$ cat src/rtl/rdc_pkg.sv
// package for the receive descriptor status and checksum block
// assumes a single pclk domain and an apb register slave with 32-bit data
package rdc_pkg;

   ////////////////////////////////////////////////////////////////////////////////
   // descriptor quadword 8 layout
   localparam int STAT_W          = 20;
   localparam int ERR_W           = 12;
   localparam int ERR_LSB         = 20;
   localparam int ST_DESC_DONE    = 0;
   localparam int ST_LAST_OF_PKT  = 1;
   localparam int ST_IGNORE_SUM   = 2;
   localparam int ST_VLAN_TAGGED  = 3;
   localparam int ST_UDP_SUM_DONE = 4;
   localparam int ST_TCP_SUM_DONE = 5;
   localparam int ST_IPV4_DONE    = 6;
   localparam int ST_INEXACT_PASS = 7;
   localparam int ST_IP_IDENT_VLD = 9;
   localparam int ST_FRAG_UDP_VLD = 10;
   localparam int ER_SYMBOL       = 5;
   localparam int ER_ORDER_FAULT  = 6;
   localparam int ER_CRC_ALIGN    = 4;
   localparam int ER_L4_SUM       = 9;
   localparam int ER_IPV4_SUM     = 10;
   localparam int ER_RX_DATA      = 11;
   localparam logic [STAT_W-1:0] STAT_RSVD_MASK = 20'hf0100;
   localparam logic [ERR_W-1:0]  ERR_RSVD_MASK  = 12'h18f;

   ////////////////////////////////////////////////////////////////////////////////
   // apb register map, byte addresses
   localparam logic [7:0] A_CTRL   = 8'h00;
   localparam logic [7:0] A_VET    = 8'h04;
   localparam logic [7:0] A_ISTAT  = 8'h08;
   localparam logic [7:0] A_IMASK  = 8'h0c;
   localparam logic [7:0] A_LAST_8 = 8'h10;
   localparam logic [7:0] A_LAST_0 = 8'h14;
   // control fields
   localparam int CT_SUM_EN   = 0;
   localparam int CT_L4_OFL   = 1;
   localparam int CT_FRAG_UDP = 2;
   localparam int CT_OFS_LSB  = 8;
   // interrupt events
   localparam int IRQ_W       = 2;
   localparam int EV_WB       = 0;
   localparam int EV_ERR      = 1;
   // reset values
   localparam logic [2:0]  CTRL_RST = 3'h0;
   localparam logic [7:0]  OFS_RST  = 8'h00;
   localparam logic [15:0] VET_RST  = 16'h8100;

endpackage
$ cat src/rtl/rdc_core.sv
// receive descriptor status/error builder with packet checksum accumulation
// assumes a byte stream with parser region flags and per-packet class inputs
// valid on the last byte; all inputs synchronous to pclk
`timescale 1ns/1ps
`default_nettype none

// Summary of operation
// - fragment udp valid flag on nonzero checksum
// - udp valid clear when no udp header
// - ip identification valid for ipv4 fragments
// - ipv4 sum done when ip offload ran
// - tcp sum done when l4 offload ran
// - udp sum done for fragment udp offload
// - vlan tagged when type matches programmed ethertype
// - ignore flag clears the three done flags
// - error field at bit 20, reserved zero
// - order, symbol, crc error bits reported
// - packet sum from the start offset on, minus vlan, otherwise
// - non-tcp fragments sum ip payload, ident set
// - done flag set on every write-back
// - status field at bit 0, high reserved
module rdc_core (
   input  wire logic        pclk,
   input  wire logic        presetn,
   input  wire logic        psel,
   input  wire logic        penable,
   input  wire logic        pwrite,
   input  wire logic [7:0]  paddr,
   input  wire logic [31:0] pwdata,
   output logic [31:0]      prdata,
   output logic             pready,
   output logic             pslverr,
   output logic             irq,
   input  wire logic        pkt_valid,
   input  wire logic        pkt_sop,
   input  wire logic        pkt_eop,
   input  wire logic [7:0]  pkt_data,
   input  wire logic        pkt_in_vlan,
   input  wire logic        pkt_in_ip_payload,
   input  wire logic        cls_ipv4,
   input  wire logic        cls_frag,
   input  wire logic        cls_has_tcp,
   input  wire logic        cls_has_udp,
   input  wire logic        cls_udp_sum_nonzero,
   input  wire logic [15:0] cls_ip_ident,
   input  wire logic        cls_vlan_present,
   input  wire logic [15:0] cls_vlan_type,
   input  wire logic        cls_ip_sum_ok,
   input  wire logic        cls_l4_sum_ok,
   input  wire logic        inexact_filter_pass,
   input  wire logic        last_desc,
   input  wire logic        rx_data_err,
   input  wire logic        order_fault,
   input  wire logic        symbol_err,
   input  wire logic        crc_err,
   output logic             wb_valid,
   output logic [19:0]      wb_status,
   output logic [11:0]      wb_error,
   output logic [15:0]      wb_csum,
   output logic [15:0]      wb_ip_ident
);

   ////////////////////////////////////////////////////////////////////////////////
   // state
   typedef struct packed {
      logic [2:0]                  ctrl;
      logic [7:0]                  ofs;
      logic [15:0]                 vlan_ethertype_match;
      logic [rdc_pkg::IRQ_W-1:0]   istat;
      logic [rdc_pkg::IRQ_W-1:0]   imask;
      logic [24:0]                 acc_all;  // {odd, held byte, sum}
      logic [24:0]                 acc_pl;
      logic [7:0]                  cnt;
      logic                        wb_valid;
      logic [rdc_pkg::STAT_W-1:0]  status;
      logic [rdc_pkg::ERR_W-1:0]   error;
      logic [15:0]                 csum;
      logic [15:0]                 ident;
      logic [31:0]                 rdata;
      logic                        slverr;
   } rdc_state_t;

   rdc_state_t q;
   rdc_state_t d;

   ////////////////////////////////////////////////////////////////////////////////
   // ones-complement helpers
   function automatic logic [15:0] oc_add(input logic [15:0] a, input logic [15:0] b);
      logic [16:0] s;
      s = {1'b0, a} + {1'b0, b};
      return s[15:0] + {15'h0000, s[16]};  // end-around carry
   endfunction

   // bytes pair big-endian into 16-bit words
   function automatic logic [24:0] acc_step(input logic [24:0] acc, input logic [7:0] b);
      if (acc[24]) begin
         return {1'b0, 8'h00, oc_add(acc[15:0], {acc[23:16], b})};
      end
      return {1'b1, b, acc[15:0]};
   endfunction

   // an odd trailing byte is padded with zero in the low half
   function automatic logic [15:0] acc_final(input logic [24:0] acc);
      if (acc[24]) begin
         return oc_add(acc[15:0], {acc[23:16], 8'h00});
      end
      return acc[15:0];
   endfunction

   ////////////////////////////////////////////////////////////////////////////////
   // next state
   logic        wr_acc;
   logic        rd_setup;
   logic        mapped;
   logic [24:0] a_all;
   logic [24:0] a_pl;
   logic [7:0]  c;
   logic        frag;
   logic        ign;
   logic        ipv4_sum_done;
   logic        tcp_sum_done;
   logic        udp_sum_done;
   logic [rdc_pkg::STAT_W-1:0] st;
   logic [rdc_pkg::ERR_W-1:0]  er;
   logic [rdc_pkg::IRQ_W-1:0]  ev;

   always_comb begin
      d        = q;
      a_all    = q.acc_all;
      a_pl     = q.acc_pl;
      c        = q.cnt;
      frag     = cls_ipv4 & cls_frag;
      ign      = ~q.ctrl[rdc_pkg::CT_SUM_EN] | ~cls_ipv4;
      ipv4_sum_done     = ~ign;
      tcp_sum_done    = ipv4_sum_done & ~frag & q.ctrl[rdc_pkg::CT_L4_OFL] & (cls_has_tcp | cls_has_udp);
      udp_sum_done    = ipv4_sum_done & frag & ~cls_has_tcp & q.ctrl[rdc_pkg::CT_FRAG_UDP];
      st       = '0;
      er       = '0;
      ev       = '0;
      d.wb_valid = 1'b0;

      // stream accumulation; vlan bytes neither counted nor summed
      if (pkt_valid) begin
         if (pkt_sop) begin
            a_all = '0;
            a_pl  = '0;
            c     = '0;
         end
         if (!pkt_in_vlan) begin
            if (c >= q.ofs) begin
               a_all = acc_step(a_all, pkt_data);
            end
            if (c != 8'hff) begin
               c = c + 8'h01;  // saturates; offsets beyond 255 are not reachable
            end
         end
         if (pkt_in_ip_payload) begin
            a_pl = acc_step(a_pl, pkt_data);
         end
         d.acc_all = a_all;
         d.acc_pl  = a_pl;
         d.cnt     = c;
      end

      // descriptor write-back on the last byte
      if (pkt_valid && pkt_eop) begin
         st[rdc_pkg::ST_DESC_DONE]    = 1'b1;
         st[rdc_pkg::ST_LAST_OF_PKT]  = last_desc;
         st[rdc_pkg::ST_IGNORE_SUM]   = ign;
         st[rdc_pkg::ST_VLAN_TAGGED]  = cls_vlan_present & (cls_vlan_type == q.vlan_ethertype_match);
         st[rdc_pkg::ST_UDP_SUM_DONE] = udp_sum_done;
         st[rdc_pkg::ST_TCP_SUM_DONE] = tcp_sum_done;
         st[rdc_pkg::ST_IPV4_DONE]    = ipv4_sum_done;
         st[rdc_pkg::ST_INEXACT_PASS] = inexact_filter_pass;
         st[rdc_pkg::ST_IP_IDENT_VLD] = frag;
         // fragments without a udp header always read zero here
         st[rdc_pkg::ST_FRAG_UDP_VLD] = udp_sum_done & cls_has_udp & cls_udp_sum_nonzero;
         er[rdc_pkg::ER_RX_DATA]      = rx_data_err;
         er[rdc_pkg::ER_IPV4_SUM]     = ipv4_sum_done & ~cls_ip_sum_ok;
         er[rdc_pkg::ER_L4_SUM]       = tcp_sum_done & ~cls_l4_sum_ok;
         er[rdc_pkg::ER_ORDER_FAULT]  = order_fault;
         er[rdc_pkg::ER_SYMBOL]       = symbol_err;
         er[rdc_pkg::ER_CRC_ALIGN]    = crc_err;
         d.wb_valid = 1'b1;
         d.status   = st;
         d.error    = er;
         d.csum     = (frag & ~cls_has_tcp) ? acc_final(a_pl) : acc_final(a_all);
         d.ident    = frag ? cls_ip_ident : 16'h0000;
         ev[rdc_pkg::EV_WB]  = 1'b1;
         ev[rdc_pkg::EV_ERR] = |er;
      end

      // apb: data is latched in setup so the access phase never waits
      wr_acc   = psel & penable & pwrite;
      rd_setup = psel & ~penable;
      mapped   = (paddr == rdc_pkg::A_CTRL) | (paddr == rdc_pkg::A_VET) |
                 (paddr == rdc_pkg::A_ISTAT) | (paddr == rdc_pkg::A_IMASK) |
                 (paddr == rdc_pkg::A_LAST_8) | (paddr == rdc_pkg::A_LAST_0);
      if (rd_setup) begin
         d.slverr = ~mapped;
         unique case (paddr)
            rdc_pkg::A_CTRL:   d.rdata = {16'h0000, q.ofs, 5'h00, q.ctrl};
            rdc_pkg::A_VET:    d.rdata = {16'h0000, q.vlan_ethertype_match};
            rdc_pkg::A_ISTAT:  d.rdata = {30'h0, q.istat};
            rdc_pkg::A_IMASK:  d.rdata = {30'h0, q.imask};
            rdc_pkg::A_LAST_8: d.rdata = {q.error, q.status};
            rdc_pkg::A_LAST_0: d.rdata = {q.csum, q.ident};
            default:           d.rdata = 32'h00000000;
         endcase
      end
      d.istat = q.istat | ev;  // a new event beats a same-cycle clear
      if (wr_acc && mapped) begin
         unique case (paddr)
            rdc_pkg::A_CTRL: begin
               d.ctrl = pwdata[2:0];
               d.ofs  = pwdata[rdc_pkg::CT_OFS_LSB +: 8];  // driver leaves zero for fragment offload
            end
            rdc_pkg::A_VET:   d.vlan_ethertype_match   = pwdata[15:0];
            rdc_pkg::A_ISTAT: d.istat = (q.istat & ~pwdata[rdc_pkg::IRQ_W-1:0]) | ev;
            rdc_pkg::A_IMASK: d.imask = pwdata[rdc_pkg::IRQ_W-1:0];
            default: ;  // write-back records are read-only
         endcase
      end
   end

   ////////////////////////////////////////////////////////////////////////////////
   // registers
   always_ff @(posedge pclk or negedge presetn) begin
      if (!presetn) begin
         q      <= '0;
         q.ctrl <= rdc_pkg::CTRL_RST;
         q.ofs  <= rdc_pkg::OFS_RST;
         q.vlan_ethertype_match  <= rdc_pkg::VET_RST;
      end else begin
         q <= d;
      end
   end

   ////////////////////////////////////////////////////////////////////////////////
   // outputs
   assign prdata      = q.rdata;
   assign pslverr     = q.slverr & psel & penable;
   assign pready      = 1'b1;
   assign irq         = |(q.istat & q.imask);
   assign wb_valid    = q.wb_valid;
   assign wb_status   = q.status;
   assign wb_error    = q.error;
   assign wb_csum     = q.csum;
   assign wb_ip_ident = q.ident;
endmodule

`default_nettype wire

$ cat config.mk
export PLATFORM = sky130hd
export DESIGN_NAME = rdc_core
export DESIGN_NICKNAME = d
export VERILOG_FILES = /design/src/rtl/rdc_pkg.sv /design/src/rtl/rdc_core.sv
export SDC_FILE = /design/constraint.sdc
export NUM_CORES = 1
export LEC_CHECK = 0
export BUFFER_PORTS_ARGS = -buffer_cell sky130_fd_sc_hd__clkbuf_2
export CAP_MARGIN = 20
export CORE_UTILIZATION = 60
export DETAILED_ROUTE_END_ITERATION = 16
export PLACE_DENSITY_LB_ADDON = 0.25
export SYNTH_ARGS = -nofsm -noshare
export SYNTH_HDL_FRONTEND = slang
export SYNTH_SLANG_ARGS = --single-unit
$ cat constraint.sdc
create_clock -name pclk -period 10.06 [get_ports pclk]
set_input_delay 2.012 -clock pclk [delete_from_list [all_inputs] [get_ports pclk]]
set_output_delay 2.012 -clock pclk [all_outputs]
set_load 0.005 [all_outputs]
# Word level (Yosys, flattened, before mapping)
# Index checks and enable logic that the tools add are counted.
# word_totals
ff_bits,171
output_inout_bits,100
in_bits,104
elab_cells,119
# classes
n_bitwise,39
order_cmp,1
reduce_logical,8
n_addsub,9
eq_ne,7
n_mux,40
# ops
op,n
two-way mux 25 bit,13
one-hot mux 32 bit (6 select lines),1
two-way mux 16 bit,6
adder 16 x 16 -> 17 bit,4
two-way mux 65 bit,1
adder 16 x 1 -> 16 bit,4
two-way mux 8 bit,4
bitwise AND 1 bit,18
equality test 16 bit,1
"equality test 8 x 4 -> 1 bit, second input constant",2
"equality test 8 x 5 -> 1 bit, second input constant",2
two-way mux 1 bit,11
inverter 1 bit,9
"adder 8 x 1 -> 8 bit, second input constant",1
"equality test 8 x 3 -> 1 bit, second input constant",1
>= comparator 8 bit,1
zero test 8 bit,1
"!= test 8 bit, second input constant",1
OR 1 bit,7
two-way mux 2 bit,3
AND reduction 2 bit,3
OR reduction 6 bit,1
bitwise AND 2 bit,2
two-way mux 4 bit,1
other kinds (4),6

# Longest topological paths before layout
# Gate-level depths: netlist of the first run.
# depth
ltp_word,16
depth_mapped,44
ltp_nobuf,39

# Worst setup path after synthesis of the first run
# Ideal clock, no wire load.
# synth_path
path_type,input to register
startpoint,in pkt_sop
endpoint,reg q (netlist bit wb_csum[6])
setup_slack_ns,0.738
arrival_ns,9.186
path_stages,41
setup_ns,0.136
path_buffers,6
t_required_ns,9.924
path_cell_list,clkbuf_1 clkbuf_1 clkbuf_1 clkbuf_1 clkbuf_1 nor2b_1 ha_1 clkbuf_1 a2111o_1 o211a_1 o21ai_0 a21oi_1 a21o_1 a21o_1 ha_1 ha_1 nor3b_1 mux2i_1 [... 5 more ...] ha_1 inv_1 fa_1 nor2b_1 o21ai_0 a21boi_0 o21ai_0 a21boi_0 o21ai_0 nand2b_1 ha_1 ha_1 nand2_1 a2111oi_0 xnor2_1 nand2_1 o21ai_0 o21ai_0
# synth_via
elab_chain_len,15
word_cells_on_any_way,40
cone_classes,8 x add/sub; 1 x order compare; 31 x mux
# synth_rtl
element,line_no,source
from (decl),rdc_core.sv:35,"input wire logic pkt_sop,"
branches (longest 14 deep; another with adder 16 x 16 -> 17 bit),--,
two-way mux 16 bit (*),rdc_core.sv:187,d.csum = (frag & ~cls_has_tcp) ? acc_final(a_pl) : acc_final(a_all);
to (decl),rdc_core.sv:83,rdc_state_t q;
# Mark *: on every way between the ends. The select of a mux whose other input is x is not followed.
# A chain may end at the register's enable or synchronous reset.

# Worst setup path after layout of the first run
# Ends and elaborated chain as after synthesis.

==> flow_summary_export.csv, run 1 <==
group,metric,value,unit
detailed_routing,drcViolationCount,0,
detailed_routing,vias,11144,
die,coreArea,20400,sq um
worst_setup_path,worstSetupEndpointType,"flop",
die,start_util,61.8,%
power,swShare,34.1,%
clock_tree,cts.sinks,171,
finish,fin_util,67.3,%
finish,nFillCells,1647,
die,die_width,147,um
synth,synth_top_area_share,33.5,%
finish,nets,1662,
worst_setup_path,cp.required,10.35,ns
global_routing,grt_pass1_wl,54.6,mm
synth,synth_ff_type,"dfrtp_1",
placement,place.gp.congestion,0.913,
power,power.switching,0.713,mW
synth,synth_top_area_cell,"dfrtp_1",
timing,hold_viol_final,0,
clock_tree,cts_tree,"yes",
die,dieHeight,147,um
detailed_routing,finalWirelength,34.6,mm
synth,synth_seq_cells,171,
detailed_routing,dr.pass1.iters,7,
worst_setup_path,reg2reg_to,"wb_csum[6]$_DFFE_PN0P_",
detailed_routing,drtIter0Drc,984,
worst_setup_path,path_common_cell,"o21ai_0",
detailed_routing,ant_nets,0,
synth,ys_seq_area_share,33.9,%
worst_setup_path,slowest_stage,"or4_1",
finish,syn2layout_area_growth,9.01,%
worst_setup_path,r2r-start,"q[106]$_DFFE_PN0P_",
global_routing,grt_max_degree,112,
worst_setup_path,reg2reg_slack,1.95,ns
synth,synthArstFlopShare,100,%
synth,synth_area_per_cell,8.89,sq um
worst_setup_path,worstSetupPathType,"input port to flop",
synth,synth_area_leaders,"dfrtp_1 34%, ha_1 6.5%, buf_4 5.8%",
power,power.share.clock,33.9,%
timing,drv_slew,0,
finish,multiInputGateArea,7250,sq um
global_routing,grtUsageTotal,32.2,%
finish,area.sequential,4280,sq um
worst_hold_path,whs_path_depth,2,
finish,final_cell_mix,"169 x clkbuf_2, 169 x dfrtp_1, 168 x nand2_1",
placement,detailedPlace.worstSlack,0.287,ns
clock_tree,clk_pin_slew,0.07,ns
power,p_int,1.38,mW
synth,synth_edf_count,0,
worst_setup_path,cp.arrival,9.75,ns
worst_hold_path,min_from,"prdata[18]$_DFFE_PN0P_",
timing,finalSetupViolations,0,
global_routing,antenna_found_initial,0,
timing,rsz0062_at_grt,"false",
detailed_routing,wl_per_cell,19.5,um
flow_run,cap_violations,0,
timing,finalCritPeriodShare,94.0,%
clock_tree,htree_num_levels,4,
global_routing,grt_overflow,0,
power,leakagePower,6.62,nW
timing,worst_pin_slew,0.994,ns
power,ir_drop,0.0953,mV
timing,max-slew-margin-rel,33.2,%
finish,diodes,0,
clock_tree,cts_setup_buffers,0,
synth,syn_area,12600,sq um
power,p_seq_share,38.8,%
power,pwr-share-comb,27.3,%
clock_tree,cts_buffers,17,
timing,max_freq,106,MHz
detailed_routing,viasPerCell,6.29,
placement,dp_hpwl,25.7,mm
clock_tree,cts.repair.resized,0,
worst_hold_path,hold_path_end,"prdata[18]$_DFFE_PN0P_",
die,dieArea,21600,sq um
worst_setup_path,cpPeakStageDelay,0.55,ns
clock_tree,cts_buffer_depth,2,
die,rows,52,
power,powerDensity,152,nW/um^2
synth,yosysWarnings,0,
clock_tree,clk_latency,0.44,ns
status,status,"finished clean",
timing,min_period,9.46,ns
worst_setup_path,reg2reg_depth,36,
timing,clock-skew-final,0.0102,ns
worst_setup_path,cp_max_fo,5,
timing,setup_tns,0,ns
worst_setup_path,timing.critical_path.from_type,"input port",
finish,drive_gt1_share,18.9,%
clock_tree,cts-root-buf,"clkbuf_16",
placement,portBuffers,170,
global_routing,grt_pass1_vias,10356,
synth,ys_types,87,
die,io-pin-count,204,
worst_hold_path,hp-class,"flop to flop",
synth,syn_inst,1419,
timing,layout_setup_ws,0.603,ns
clock_tree,hold_buffers,0,
## worst max-delay path: cells and delay by family
| family | cells | cell delay (ns) |
|---|---|---|
| XOR/XNOR | 2 | 0.29 |
| adder cells (fa/ha/maj) | 6 | 1.67 |
| buffers and inverters | 3 | 0.32 |
| AND/OR/NAND/NOR | 9 | 1.84 |
| AO/OA/AOI/OAI | 17 | 3.60 |
## area by class of cell
class | count | area share [%]
clock buffer | 17 | 3.09
clock inverter | 15 | 1.47
inverter | 52 | 1.42
multi-input combinational | 1055 | 52.7
sequential | 171 | 31.1
tap | 270 | 2.46
timing repair buffer | 191 | 7.70
## Yosys cell counts (8+ instances only)
library cell / number
a22oi_1: 15
a222oi_1: 13
o211ai_1: 18
or4_1: 9
mux2_2: 33
nor3b_1: 9
and2_1: 8
a21o_1: 22
nand4_1: 15
a221oi_1: 8
and3_1: 14
nand3_1: 41
mux2i_1: 12
inv_1: 51
nor4_1: 14
o31ai_1: 8
clkbuf_1: 50
nor3_1: 30
nand2b_1: 25
buf_4: 97
o21ai_0: 101
dfrtp_1: 169
nor2_1: 49
xnor2_1: 52
nand2_1: 169
a21oi_1: 34
xor2_1: 33
a211oi_1: 13
ha_1: 66
a22o_1: 42
nor2b_1: 63
## how the worst max path moves through the flow
| stage | cells past startpoint | to | slack [ns] | from |
|---|---|---|---|---|
| 2_1_floorplan | 41 | wb_csum[6]$_DFFE_PN0P_ | 0.74 | pkt_sop |
| 3_3_place_gp | 38 | wb_csum[6]$_DFFE_PN0P_ | 0.54 | pkt_sop |
| 3_5_place_dp | 39 | wb_csum[6]$_DFFE_PN0P_ | 0.29 | pkt_sop |
| 4_1_cts | 39 | wb_csum[6]$_DFFE_PN0P_ | 0.68 | pkt_sop |
| 5_1_grt | 37 | wb_csum[6]$_DFFE_PN0P_ | 0.01 | pkt_sop |
| 6_report | 37 | wb_csum[6]$_DFFE_PN0P_ | 0.60 | pkt_sop |
## cells by family (layout without fill, tap and decap cells)
logic type,Yosys count,after routing,share of synthesized area [%]
buf+inv,208,275,9.12
fa+ha+maj,70,70,7.18
xor+xnor,86,86,6.09
simple gates,476,476,19.2
flops,171,171,33.9
other cells,2,17,0.0595
mux,45,45,3.90
compound gates,361,361,20.5
## metrics by stage
stage | cells | instance area, sq um | hold WS [ns] | total power, mW
after floorplan | 1434 | 12700 | 0.443 | 1.22
after global placement | 1734 | 13000 | 0.459 | 1.36
final | 1771 | 13800 | 0.484 | 2.09
after global routing | 1771 | 13800 | 0.504 | 2.18
after detailed placement | 1734 | 13000 | 0.470 | 1.37
after CTS | 1766 | 13700 | 0.486 | 2.08
## flip-flops by register name, summed over array words and instances (netlist names)
register,flops
wb_csum,16
wb_status,10
prdata,32
wb_error,6
wb_ip_ident,16
q,90
wb_valid,1
## metal layers
layer	GRT usage, %	up-vias	share of wire (%)
met2	51.1	507	46
met3	6.77	60	8.5
li1	-	5180	-
met1	44.1	5397	43
met5	0	-	0
met4	10.4	0	2.5
## power by group through the flow
stage	registers [mW]	clock network [mW]	logic, mW
detailed placement	0.818	0	0.554
global placement	0.818	0	0.540
global route	0.815	0.736	0.625
finish	0.809	0.708	0.570
CTS	0.807	0.711	0.558
floorplan	0.793	0	0.432
No activity file was read; power rests on OpenSTA's default activity.
==> run 2: changes to the inputs <==
Settings changed: CORE_UTILIZATION 60 to 58.
Clock period 10.06 ns to 10.53 ns, I/O delays scaled along.
==> flow_summary_export.csv, run 2 (same netlist as run 1, synthesis figures left out) <==
group,metric,value,unit
worst_setup_path,worstSetupPathType,"input port to flop",
clock_tree,cts_setup_buffers,0,
clock_tree,htree_num_levels,4,
die,rows,53,
worst_setup_path,cp.arrival,10.00,ns
clock_tree,cts-root-buf,"clkbuf_16",
finish,fin_area,13700,sq um
worst_setup_path,worstSetupEndpointType,"flop",
worst_setup_path,reg2reg_to,"wb_csum[6]$_DFFE_PN0P_",
timing,min_period,9.71,ns
timing,worst_pin_slew,0.999,ns
worst_hold_path,whs_path_depth,2,
detailed_routing,wl_per_cell,19.6,um
die,dieArea,22300,sq um
timing,rsz0062_at_grt,"false",
clock_tree,cts_buffers,17,
clock_tree,cts_buffer_depth,2,
worst_hold_path,hp-class,"flop to flop",
timing,clock-skew-final,0.0147,ns
worst_setup_path,reg2reg_slack,2.28,ns
global_routing,grt_overflow,0,
die,dieHeight,149,um
timing,finalCritPeriodShare,92.2,%
status,status,"finished clean",
power,leakagePower,6.60,nW
global_routing,grt_pass1_vias,10178,
die,die_width,149,um
worst_hold_path,min_from,"prdata[27]$_DFFE_PN0P_",
placement,portBuffers,170,
detailed_routing,dr.pass1.iters,7,
detailed_routing,drcViolationCount,0,
finish,top_register,"q",
placement,detailedPlace.worstSlack,0.518,ns
global_routing,antenna_found_initial,0,
finish,nets,1662,
timing,finalSetupViolations,0,
die,io-pin-count,204,
finish,largest_reg_flops,90,
worst_setup_path,timing.critical_path.from_type,"input port",
die,start_util,59.6,%
finish,final_cell_mix,"169 x clkbuf_2, 169 x dfrtp_1, 168 x nand2_1",
flow_run,cap_violations,0,
clock_tree,clk_pin_slew,0.07,ns
worst_setup_path,cpPeakStageDelay,0.46,ns
worst_setup_path,r2r-start,"q[106]$_DFFE_PN0P_",
worst_setup_path,cp_max_fo,28,
global_routing,grt_pass1_wl,54.4,mm
finish,drive_gt1_share,18.9,%
placement,placed_area,13100,sq um
worst_setup_path,slowest_stage,"ha_1",
detailed_routing,drtIter0Drc,1035,
die,coreArea,21200,sq um
clock_tree,clk_latency,0.44,ns
worst_hold_path,hold_path_end,"prdata[27]$_DFFE_PN0P_",
worst_setup_path,path_common_cell,"o21ai_0",
timing,hold_viol_final,0,
timing,setup_tns,0,ns
clock_tree,hold_buffers,0,
timing,layout_setup_ws,0.823,ns
global_routing,grt_max_degree,106,
global_routing,grtUsageTotal,31.6,%
placement,dp_hpwl,25.9,mm
detailed_routing,vias,10966,
timing,drv_slew,0,
clock_tree,cts.sinks,171,
finish,syn2layout_area_growth,8.70,%
detailed_routing,finalWirelength,34.8,mm
timing,max-slew-margin-rel,32.9,%
placement,place.gp.congestion,0.906,
detailed_routing,viasPerCell,6.17,
timing,fin_hold_ws,0.478,ns
power,ir_drop,0.0874,mV
finish,diodes,0,
timing,max_freq,103,MHz
clock_tree,cts.repair.resized,0,
worst_setup_path,cp.required,10.83,ns
detailed_routing,ant_nets,0,
power,powerDensity,143,nW/um^2
worst_setup_path,reg2reg_depth,38,
clock_tree,cts_tree,"yes",
## run 2: cell types whose count changed in the layout (fill, tap and decap cells not counted)
cell	before	now
inv_6	6	8
clkinv_4	1	0
buf_16	2	1
buf_6	2	3
o21ai_1	4	3
clkinv_8	1	3
inv_8	2	1
o21ai_0	100	101
bufinv_16	3	1
clkbuf_4	1	0
buf_4	17	18
## run 2: worst max-delay path by stage
stage / startpoint / to / slack [ns] / cells past startpoint
final: pkt_sop / wb_csum[6]$_DFFE_PN0P_ / 0.82 / 38
after floorplan: pkt_sop / wb_csum[6]$_DFFE_PN0P_ / 1.11 / 41
after global placement: pkt_sop / wb_csum[6]$_DFFE_PN0P_ / 0.85 / 37
after global routing: pkt_sop / wb_csum[6]$_DFFE_PN0P_ / 0.01 / 38
after detailed placement: pkt_sop / wb_csum[6]$_DFFE_PN0P_ / 0.52 / 39
after CTS: pkt_sop / wb_csum[6]$_DFFE_PN0P_ / 0.93 / 39
## run 2: layout make-up
cell class / count / area (sq um)
fillers: 1742 / 7440
inverters: 52 / 195
clock inverters: 15 / 173
well taps: 275 / 344
repair buffers: 191 / 1040
flip-flops and latches: 171 / 4280
multi-input cells: 1055 / 7250
clock buffers: 17 / 425
## run 2: power breakdown
| part | leakage, nW | internal [mW] | switching [mW] |
|---|---|---|---|
| Clock | 0.291 | 0.339 | 0.304 |
| Sequential | 2.29 | 0.715 | 0.0587 |
| Combinational | 4.02 | 0.215 | 0.328 |
| Total | 6.60 | 1.27 | 0.691 |
## run 2: layer usage
layer | part of all wire [%] | global-route usage [%]
met4 | 2.2 | 9.64
met5 | 0 | 0
met2 | 46 | 50.3
met3 | 7.9 | 6.16
met1 | 44 | 43.3
## run 2: through the flow
stage                     cells  utilization (%)  total power, mW
after floorplan            1434                -             1.17
after global placement     1741             61.8             1.30
after detailed placement   1742             61.8             1.31
after CTS                  1774             64.6             1.95
after global routing       1776             64.8             2.06
final                      1776             64.8             1.96
## run 2: worst max-delay path: cells and delay by family
family                     cells  cell delay, ns
muxes                          1            0.16
adders and majority gates      7            1.88
buffers and inverters          3            0.53
AOI/OAI and AO/OA             16            3.62
xor gates and xnor gates       2            0.31
and+or+nand+nor                9            1.35
